## config.mk

```make
export PLATFORM = sky130hd
export DESIGN_NAME = foldback_monitor
export DESIGN_NICKNAME = d
export VERILOG_FILES = /design/src/pkg/fold_pkg.sv /design/src/core/fold_step.sv /design/src/core/foldback_monitor.sv
export VERILOG_INCLUDE_DIRS = /design/src /design/src/pkg
export SDC_FILE = /design/constraint.sdc
export NUM_CORES = 2
export LEC_CHECK = 0
export ABC_CLOCK_PERIOD_IN_PS = 7000
export BUFFER_PORTS_ARGS = -buffer_cell sky130_fd_sc_hd__buf_2
export CAP_MARGIN = 25
export CORE_MARGIN = 2
export CORE_UTILIZATION = 52
export CTS_BUF_LIST = sky130_fd_sc_hd__clkbuf_2 sky130_fd_sc_hd__clkbuf_4 sky130_fd_sc_hd__clkbuf_8
export CTS_CLUSTER_SIZE = 20
export DETAILED_ROUTE_END_ITERATION = 16
export GPL_TIMING_DRIVEN = 0
export HOLD_SLACK_MARGIN = 0.06
export PLACE_DENSITY_LB_ADDON = 0.08
export SYNTH_ARGS = -nofsm -noshare
export SYNTH_HDL_FRONTEND = slang
export SYNTH_HIERARCHICAL = 1
export SYNTH_SLANG_ARGS = --single-unit
```

## constraint.sdc

```tcl
create_clock -name ref_clk -period 7 [get_ports ref_clk]
set_input_delay 0.35 -clock ref_clk [delete_from_list [all_inputs] [get_ports ref_clk]]
set_output_delay 0.35 -clock ref_clk [all_outputs]
set_load 0.02 [all_outputs]
```

## src/pkg/fold_cfg.svh

```systemverilog
// constants for the current loop foldback monitor
// included by the design, checker and testbench files; definitions only
`ifndef FOLD_CFG_SVH
`define FOLD_CFG_SVH
`define OFS_MEAS_CUR 12'h1b0
`define OFS_TOTAL_FF 12'h1b2
`define OFS_DRV_FOLD 12'h682
`define OFS_COMM_SEL 12'h6c2
`define OFS_MOTOR_KIND 12'h6c4
`define OFS_FOLD_FAULT 12'h6c6
`define OFS_LIMIT_P 12'h6c8
`define OFS_STATUS 12'h6ca
`define COMM_SEL_RESET 8'h00
`define COMM_SEL_SECONDARY 8'h01
`define MOTOR_KIND_SELECTABLE 8'h04
`define CUR_SCALE_INCR 32'd20130
`define FOLD_LIMIT_MAX 32'h7fffffff
`define FOLD_STEP_DIV 16'd1000
`define STAT_FAULT_BIT 0
`define STAT_FOLD_ACTIVE_BIT 1
`define STAT_SEL_SECONDARY_BIT 2
`endif

```

## src/pkg/fold_pkg.sv

```systemverilog
// types for the current loop foldback monitor
// no dependencies
package fold_pkg;
   typedef enum logic [1:0] {st_run, st_fault} fold_state_t;
   typedef logic [31:0] reg_word_t;
endpackage

```

## src/core/fold_step.sv

```systemverilog
// foldback integrator: moves the drive limit down or up once per step tick
// assumes currents in milliamps rms, unsigned magnitudes
`timescale 1ns/1ns
`include "fold_cfg.svh"
module fold_step #(
   parameter int W = 32
)(
   input wire logic ref_clk,
   input wire logic arst_n,
   input wire logic tick,
   input wire logic [W-1:0] actual_mag,
   input wire logic [W-1:0] continuous,
   input wire logic [W-1:0] ceiling,
   input wire logic [W-1:0] step,
   output logic [W-1:0] limit_q
);
   logic [W-1:0] limit_d;
   always_comb
   begin
      limit_d = limit_q;
      if (actual_mag > continuous)
         limit_d = (limit_q > step) ? limit_q - step : '0;
      else if (actual_mag < continuous)
         limit_d = (ceiling - limit_q > step) ? limit_q + step : ceiling;
      if (limit_d > W'(`FOLD_LIMIT_MAX))
         limit_d = W'(`FOLD_LIMIT_MAX);
   end
   // starts at max so a fresh drive is not folded back
   always_ff @(posedge ref_clk or negedge arst_n)
   begin
      if (!arst_n)
         limit_q <= W'(`FOLD_LIMIT_MAX);
      else if (tick)
         limit_q <= limit_d;
   end
endmodule

```

## src/core/foldback_monitor.sv

```systemverilog
// register file plus foldback limiter; parameter port reg_* with one-cycle read data
// assumes same-clock samples from the current loop; currents in milliamps
`timescale 1ns/1ns
`include "fold_cfg.svh"
module foldback_monitor #(
   parameter int STEP_DIV = 1000,
   parameter int ADC_W = 16
)(
   input wire logic ref_clk,
   input wire logic arst_n,
   input wire logic reg_wr,
   input wire logic reg_rd,
   input wire logic [11:0] reg_addr,
   input wire logic [31:0] reg_wdata,
   output logic [31:0] reg_rdata,
   output logic reg_ack,
   input wire logic signed [ADC_W-1:0] cur_raw,
   input wire logic [31:0] hw_peak_ma,
   input wire logic [31:0] drive_cont_ma,
   input wire logic [31:0] fold_ceiling_ma,
   input wire logic [31:0] fold_step_ma,
   input wire logic signed [31:0] ff_sum,
   input wire logic [31:0] primary_angle,
   input wire logic [31:0] secondary_angle,
   output logic [31:0] active_limit_q,
   output logic [31:0] comm_angle_q,
   output logic fault_q,
   output logic drive_enable_q
);
   logic [7:0] comm_sel_q;
   logic [7:0] motor_kind_q;
   logic [31:0] fault_level_q;
   logic [31:0] limit_p_q;
   logic signed [31:0] meas_q;
   logic signed [31:0] ff_q;
   logic [15:0] div_q;
   logic tick_q;
   logic [31:0] drive_fold;
   logic [31:0] actual_mag;
   logic signed [63:0] meas_d;
   logic signed [31:0] meas_sat;
   logic [31:0] rdata_d;
   logic fold_active_q;
   logic sel_secondary_q;
   fold_pkg::fold_state_t state_q;

   // step tick divider keeps the integrator slow against the loop rate
   always_ff @(posedge ref_clk or negedge arst_n)
   begin
      if (!arst_n)
         div_q <= '0;
      else if (div_q == 16'(STEP_DIV - 1))
         div_q <= '0;
      else
         div_q <= div_q + 16'd1;
   end

   // one-cycle enable, never a clock of its own
   always_ff @(posedge ref_clk or negedge arst_n)
   begin
      if (!arst_n)
         tick_q <= 1'b0;
      else
         tick_q <= (div_q == 16'(STEP_DIV - 1));
   end

   // scale raw counts by hardware peak over 20130
   always_comb
   begin
      meas_d = (64'(cur_raw) * $signed({32'h0, hw_peak_ma})) / $signed(64'(`CUR_SCALE_INCR));
   end

   // saturate rather than wrap if the peak input is set absurdly high
   always_comb
   begin
      if (meas_d > 64'sd2147483647)
         meas_sat = 32'sh7fffffff;
      else if (meas_d < -64'sd2147483648)
         meas_sat = 32'sh80000000;
      else
         meas_sat = meas_d[31:0];
   end

   always_ff @(posedge ref_clk or negedge arst_n)
   begin
      if (!arst_n)
         meas_q <= '0;
      else
         meas_q <= meas_sat;
   end

   always_ff @(posedge ref_clk or negedge arst_n)
   begin
      if (!arst_n)
         ff_q <= '0;
      else
         ff_q <= ff_sum;
   end

   assign actual_mag = meas_q[31] ? 32'(-meas_q) : meas_q;

   fold_step #(.W(32)) u_step (
      .ref_clk(ref_clk),
      .arst_n(arst_n),
      .tick(tick_q),
      .actual_mag(actual_mag),
      .continuous(drive_cont_ma),
      .ceiling(fold_ceiling_ma),
      .step(fold_step_ma),
      .limit_q(drive_fold)
   );

   always_ff @(posedge ref_clk or negedge arst_n)
   begin
      if (!arst_n)
         active_limit_q <= '0;
      else
         active_limit_q <= (drive_fold < limit_p_q) ? drive_fold : limit_p_q;
   end

   // fault latches until reset; drive stays off
   always_ff @(posedge ref_clk or negedge arst_n)
   begin
      if (!arst_n)
         state_q <= fold_pkg::st_run;
      else
         case (state_q)
            fold_pkg::st_run:
               if (drive_fold < fault_level_q)
                  state_q <= fold_pkg::st_fault;
            fold_pkg::st_fault:
               state_q <= fold_pkg::st_fault;
            default:
               state_q <= fold_pkg::st_run;
         endcase
   end

   always_ff @(posedge ref_clk or negedge arst_n)
   begin
      if (!arst_n)
         fault_q <= 1'b0;
      else
         fault_q <= (state_q == fold_pkg::st_fault);
   end

   always_ff @(posedge ref_clk or negedge arst_n)
   begin
      if (!arst_n)
         drive_enable_q <= 1'b0;
      else
         drive_enable_q <= (state_q == fold_pkg::st_run);
   end

   // select only counts for motor kind 4
   always_ff @(posedge ref_clk or negedge arst_n)
   begin
      if (!arst_n)
         comm_angle_q <= '0;
      else if (motor_kind_q == `MOTOR_KIND_SELECTABLE && comm_sel_q == `COMM_SEL_SECONDARY)
         comm_angle_q <= secondary_angle;
      else
         comm_angle_q <= primary_angle;
   end

   // readback offsets have no write path
   // select values outside 0..1 refused, still acked
   always_ff @(posedge ref_clk or negedge arst_n)
   begin
      if (!arst_n)
         comm_sel_q <= `COMM_SEL_RESET;
      else if (reg_wr && reg_addr == `OFS_COMM_SEL && reg_wdata[7:0] <= `COMM_SEL_SECONDARY)
         comm_sel_q <= reg_wdata[7:0];
   end

   always_ff @(posedge ref_clk or negedge arst_n)
   begin
      if (!arst_n)
         motor_kind_q <= '0;
      else if (reg_wr && reg_addr == `OFS_MOTOR_KIND)
         motor_kind_q <= reg_wdata[7:0];
   end

   always_ff @(posedge ref_clk or negedge arst_n)
   begin
      if (!arst_n)
         fault_level_q <= '0;
      else if (reg_wr && reg_addr == `OFS_FOLD_FAULT)
         fault_level_q <= reg_wdata;
   end

   always_ff @(posedge ref_clk or negedge arst_n)
   begin
      if (!arst_n)
         limit_p_q <= `FOLD_LIMIT_MAX;
      else if (reg_wr && reg_addr == `OFS_LIMIT_P)
         limit_p_q <= reg_wdata;
   end

   // status flags registered so the read mux stays shallow
   always_ff @(posedge ref_clk or negedge arst_n)
   begin
      if (!arst_n)
      begin
         fold_active_q <= 1'b0;
         sel_secondary_q <= 1'b0;
      end
      else
      begin
         fold_active_q <= (drive_fold < limit_p_q);
         sel_secondary_q <= (motor_kind_q == `MOTOR_KIND_SELECTABLE
            && comm_sel_q == `COMM_SEL_SECONDARY);
      end
   end

   // read mux; unmapped offsets read zero
   always_comb
   begin
      rdata_d = '0;
      case (reg_addr)
         `OFS_MEAS_CUR:
            rdata_d = meas_q;
         `OFS_TOTAL_FF:
            rdata_d = ff_q;
         `OFS_DRV_FOLD:
            rdata_d = drive_fold;
         `OFS_COMM_SEL:
            rdata_d = {24'h0, comm_sel_q};
         `OFS_MOTOR_KIND:
            rdata_d = {24'h0, motor_kind_q};
         `OFS_FOLD_FAULT:
            rdata_d = fault_level_q;
         `OFS_LIMIT_P:
            rdata_d = limit_p_q;
         `OFS_STATUS:
            rdata_d = {29'h0, sel_secondary_q, fold_active_q, fault_q};
         default:
            rdata_d = '0;
      endcase
   end

   // read port: data one cycle after strobe, held until the next read
   always_ff @(posedge ref_clk or negedge arst_n)
   begin
      if (!arst_n)
      begin
         reg_rdata <= '0;
         reg_ack <= 1'b0;
      end
      else
      begin
         reg_ack <= reg_rd | reg_wr;
         if (reg_rd)
            reg_rdata <= rdata_d;
      end
   end
endmodule

```

==> report_table.html <==
<table>
<tr><th>Metric</th><th>Value</th></tr>
<tr><th colspan="2">Setup path</th></tr>
<tr><td>Arrival time reported for the critical path endpoint</td><td>about 47 ns</td></tr>
<tr><td>Slowest stage cell on the critical path</td><td>a221oi_4</td></tr>
<tr><td>Required time reported for the critical path endpoint</td><td>about 7.5 ns</td></tr>
<tr><td>Worst setup EP type</td><td>flip-flop</td></tr>
<tr><td>Cell repeated most along the worst path</td><td>buf_6</td></tr>
<tr><td>Family of cells with the greatest summed delay on the critical path</td><td>compound AO/OA/AOI/OAI gates</td></tr>
<tr><td>Number of cells traversed by the worst register-to-register path</td><td>23</td></tr>
<tr><td>Buffer and inverter count on the worst path</td><td>41</td></tr>
<tr><td>Kind of launch point of the worst setup path</td><td>input pin</td></tr>
<tr><td>Critical-path maximum fanout</td><td>10</td></tr>
<tr><td>Crit path from</td><td>cur_raw[4]</td></tr>
<tr><td>Number of cells on the critical path</td><td>204</td></tr>
<tr><td>Worst R2R Start</td><td>u_step/limit_q[6]</td></tr>
<tr><td>Classification of the worst setup path</td><td>input pin to flip-flop</td></tr>
<tr><td>Crit path to</td><td>meas_q[27]</td></tr>
<tr><td>Worst path max stage delay</td><td>0.61 ns</td></tr>
<tr><td>Reg-to-Reg End</td><td>u_step/limit_q[12]</td></tr>
<tr><td>Worst-case register-to-register setup slack</td><td>0.12 ns</td></tr>
<tr><th colspan="2">Placed design</th></tr>
<tr><td>Placer Congestion</td><td>about 1.0</td></tr>
<tr><td>PortBufs</td><td>385</td></tr>
<tr><td>Placed wire-length estimate</td><td>198000 um</td></tr>
<tr><th colspan="2">Drt</th></tr>
<tr><td>Total wirelength of the detailed-routed design</td><td>260000 um</td></tr>
<tr><td>Pre-antenna DRT Iters</td><td>7</td></tr>
<tr><td>Total via count after detailed routing</td><td>70600</td></tr>
<tr><td>Antenna-violating nets left</td><td>0</td></tr>
<tr><td>Avg Vias per Cell</td><td>6.393</td></tr>
<tr><td>DRC marker count from the first detailed-route iteration</td><td>6723</td></tr>
<tr><td>DRC errors left</td><td>0</td></tr>
<tr><td>Average routed wire per standard cell</td><td>roughly 24 um</td></tr>
<tr><th colspan="2">Timing</th></tr>
<tr><td>Slew headroom</td><td>about a fifth</td></tr>
<tr><td>Fin. Hold Viols</td><td>0</td></tr>
<tr><td>Max Transition Viols Final</td><td>0</td></tr>
<tr><td>Unrepaired setup endpoints after global routing</td><td>true</td></tr>
<tr><td>Final sum of negative setup slack</td><td>-1244.82 ns</td></tr>
<tr><td>Transition time at the pin with the least slew margin</td><td>1.190 ns</td></tr>
<tr><td>Setup violators final</td><td>32</td></tr>
<tr><td>Final worst path period need</td><td>46.00 ns</td></tr>
<tr><td>Max frequency</td><td>0.02174 GHz</td></tr>
<tr><td>Clk_skew</td><td>0.07158 ns</td></tr>
<tr><td>Part of the cycle the worst path needs</td><td>657.1%</td></tr>
<tr><td>Worst-case setup margin in the final layout</td><td>-39.00 ns</td></tr>
<tr><th colspan="2">Logic synthesis</th></tr>
<tr><td>Number of cells produced by synthesis</td><td>8198</td></tr>
<tr><td>Synth top area cells</td><td>fa_1, dfrtp_1, ha_1, xnor2_1, nand2_1</td></tr>
<tr><td>Post-Syn Nets</td><td>9285</td></tr>
<tr><td>Share of the synthesized area in the top cell type</td><td>13.28%</td></tr>
<tr><td>Share of synthesized flip-flops with an asynchronous set or reset</td><td>100.0%</td></tr>
<tr><td>Avg Inst Size Synth</td><td>roughly 7.7 sq um</td></tr>
<tr><td>Seq/Total Area, Yosys</td><td>11.75%</td></tr>
<tr><td>Register bit total from synthesis</td><td>295</td></tr>
<tr><td>Number of warning messages in the yosys log</td><td>6</td></tr>
<tr><td>Area leader, netlist</td><td>fa_1</td></tr>
<tr><td>Most instantiated cells after synthesis</td><td>nand2_1, inv_1, nor2_1</td></tr>
<tr><td>Post-Syn Area</td><td>0.06347 sq mm</td></tr>
<tr><td>Library cells used by synthesis</td><td>166</td></tr>
<tr><td>Number of enable flip-flop cells after synthesis</td><td>0</td></tr>
<tr><td>Top FF cell, synth</td><td>dfrtp_1</td></tr>
<tr><td>Most common cell in the netlist</td><td>nand2_1</td></tr>
<tr><th colspan="2">Floorplanning</th></tr>
<tr><td>Effective utilization at floorplan</td><td>52.28%</td></tr>
<tr><td>Placeable Area</td><td>0.1214 sq mm</td></tr>
<tr><td>Die ar.</td><td>0.1249 sq mm</td></tr>
<tr><td>Num ports</td><td>around 390</td></tr>
<tr><td>Site row count</td><td>128</td></tr>
<tr><td>Die Width</td><td>353.4 um</td></tr>
<tr><td>Vertical extent of the die</td><td>353.4 um</td></tr>
<tr><th colspan="2">Final layout</th></tr>
<tr><td>Share of final-layout standard cells stronger than drive strength 1</td><td>28.92%</td></tr>
<tr><td>Utilization after layout</td><td>69.24%</td></tr>
<tr><td>Area growth from synthesis to final layout</td><td>32.43%</td></tr>
<tr><td>Net count reported at finish</td><td>10455</td></tr>
<tr><td>Filler Cell Count</td><td>9771</td></tr>
<tr><th colspan="2">Global routing</th></tr>
<tr><td>Combined global-route utilization of all metal layers</td><td>39.28%</td></tr>
<tr><td>Total global routing overflow</td><td>0</td></tr>
<tr><td>Number of antenna violations at the first check in global routing</td><td>19</td></tr>
<tr><td>First-pass GRT wire length</td><td>391800 um</td></tr>
<tr><td>Pin count of the biggest net entering global routing</td><td>~120</td></tr>
<tr><td>Via count of the first global-routing pass</td><td>67591</td></tr>
<tr><th colspan="2">Clocking</th></tr>
<tr><td>Total number of clock tree sinks</td><td>295</td></tr>
<tr><td>Max Root-Sink Buffers</td><td>3</td></tr>
<tr><td>Cell at the root of the clock tree</td><td>clkbuf_8</td></tr>
<tr><td>CTS tree</td><td>yes</td></tr>
<tr><td>Clock transition at the register clock pins on the worst setup and hold paths after CTS</td><td>0.07 ns</td></tr>
<tr><td>H-tree levels</td><td>2</td></tr>
<tr><td>Num CTS Buffers</td><td>46</td></tr>
<tr><td>Insertion delay to the later sink of the worst-skew pair</td><td>~0.67 ns</td></tr>
<tr><th colspan="2">Min path</th></tr>
<tr><td>Hold Crit Class</td><td>input pin to flip-flop</td></tr>
<tr><td>Origin of the worst min-delay path</td><td>fold_ceiling_ma[30]</td></tr>
<tr><th colspan="2">Job</th></tr>
<tr><td>Total of max-cap violations</td><td>0</td></tr>
<tr><th colspan="2">Outcome</th></tr>
<tr><td>Violated checks</td><td>setup timing</td></tr>
<tr><td>Result of the run</td><td>complete, but fails checks</td></tr>
</table>
through the flow:
stage | setup slack [ns] | hold WS, ns | cell area, sq um | instances
after floorplan | -36.16 | 0.05441 | 65630 | 8198
after global routing | -40.41 | 0.1152 | 84040 | 11037
after detailed placement | -47.46 | 0.4174 | 69680 | 10214
after global placement | -47.33 | 0.4485 | 69590 | 10208
final | -39.00 | 0.1045 | 84060 | 11044
after CTS | -38.06 | 0.06802 | 79330 | 10773
flip-flops by register name, summed over array words and instances (netlist names), 8 cells and up:
signal          cells
comm_sel_q          8
motor_kind_q        8
ff_q               32
u_step/limit_q     32
active_limit_q     32
meas_q             32
fault_level_q      32
limit_p_q          32
div_q              16
reg_rdata          32
comm_angle_q       32
tightest hold or removal path: stages:
cell and delay (ns):
buf_2 0.14, a22oi_1 0.15, a41oi_1 0.13
layer usage:
metal,share of wire [%],vias up,GRT usage (%)
met5,0.010,-,0
met4,6.3,6,20.67
met3,7.9,802,5.416
met2,47,3546,65.83
met1,39,34572,49.14
li1,-,31674,-
area by class of cell:
| type | instances | area [sq um] | area share (%) |
|---|---|---|---|
| sequential | 295 | 7467 | 8.884 |
| timing repair buffer | 1134 | 8298 | 9.872 |
| clock buffer | 64 | 799.5 | 0.9512 |
| multi-input combinational | 6709 | 59000 | 70.19 |
| clock inverter | 22 | 285.3 | 0.3394 |
| antenna | 13 | 32.53 | 0.03870 |
| tap | 1625 | 2033 | 2.419 |
| buffer | 329 | 2938 | 3.495 |
| inverter | 853 | 3204 | 3.812 |
kinds of logic (layout without fill, tap and decap cells):
| group | Yosys count | in the layout | synth area share (%) |
|---|---|---|---|
| flops | 295 | 295 | 11.75 |
| compound gates | 2347 | 2348 | 26.85 |
| other cells | 0 | 13 | 0 |
| xor+xnor | 543 | 543 | 7.670 |
| fa+ha+maj | 815 | 815 | 20.98 |
| simple gates | 2842 | 2843 | 22.37 |
| buf+inv | 1196 | 2402 | 7.582 |
| mux | 160 | 160 | 2.787 |
layout by cell type (no fill, tap or decap), types with 70 or more instances in the layout:
cell type	instances
a21o_1	109
nand3_1	173
xnor2_2	80
and2_1	246
nand2_1	843
o21ai_1	83
buf_4	622
nand2b_1	93
clkbuf_8	80
ha_1	363
fa_1	395
nand4_1	85
o22ai_1	76
clkbuf_1	79
and3_1	73
o21ai_0	249
dfrtp_1	233
xnor2_1	293
inv_1	833
o211ai_1	86
nor3_1	148
a21oi_2	70
xor2_1	101
a21oi_1	409
buf_6	83
buf_2	398
nor2_1	501
mux2_2	91
dlygate4sd3_1	134
timing repair:
action,4_1_cts,5_1_grt
gates resized for setup,849,586
gates cloned,4,6
setup buffers,346,256
pin swaps,294,307
hold buffers,132,0
hold endpoints to repair,193,0
endpoints found under the setup margin,63,63
worst min-delay path by stage:
stage / to / slack [ns] / cells past startpoint
floorplan: active_limit_q[0] / 0.05 / 0
global placement: div_q[0] / 0.45 / 1
detailed placement: ff_q[29] / 0.42 / 1
CTS: u_step/limit_q[20] / 0.07 / 5
global route: u_step/limit_q[30] / 0.12 / 3
finish: u_step/limit_q[30] / 0.10 / 3
Power is not shown: default switching activity piles up to over one toggle a cycle in this logic, so the estimate is an artifact.
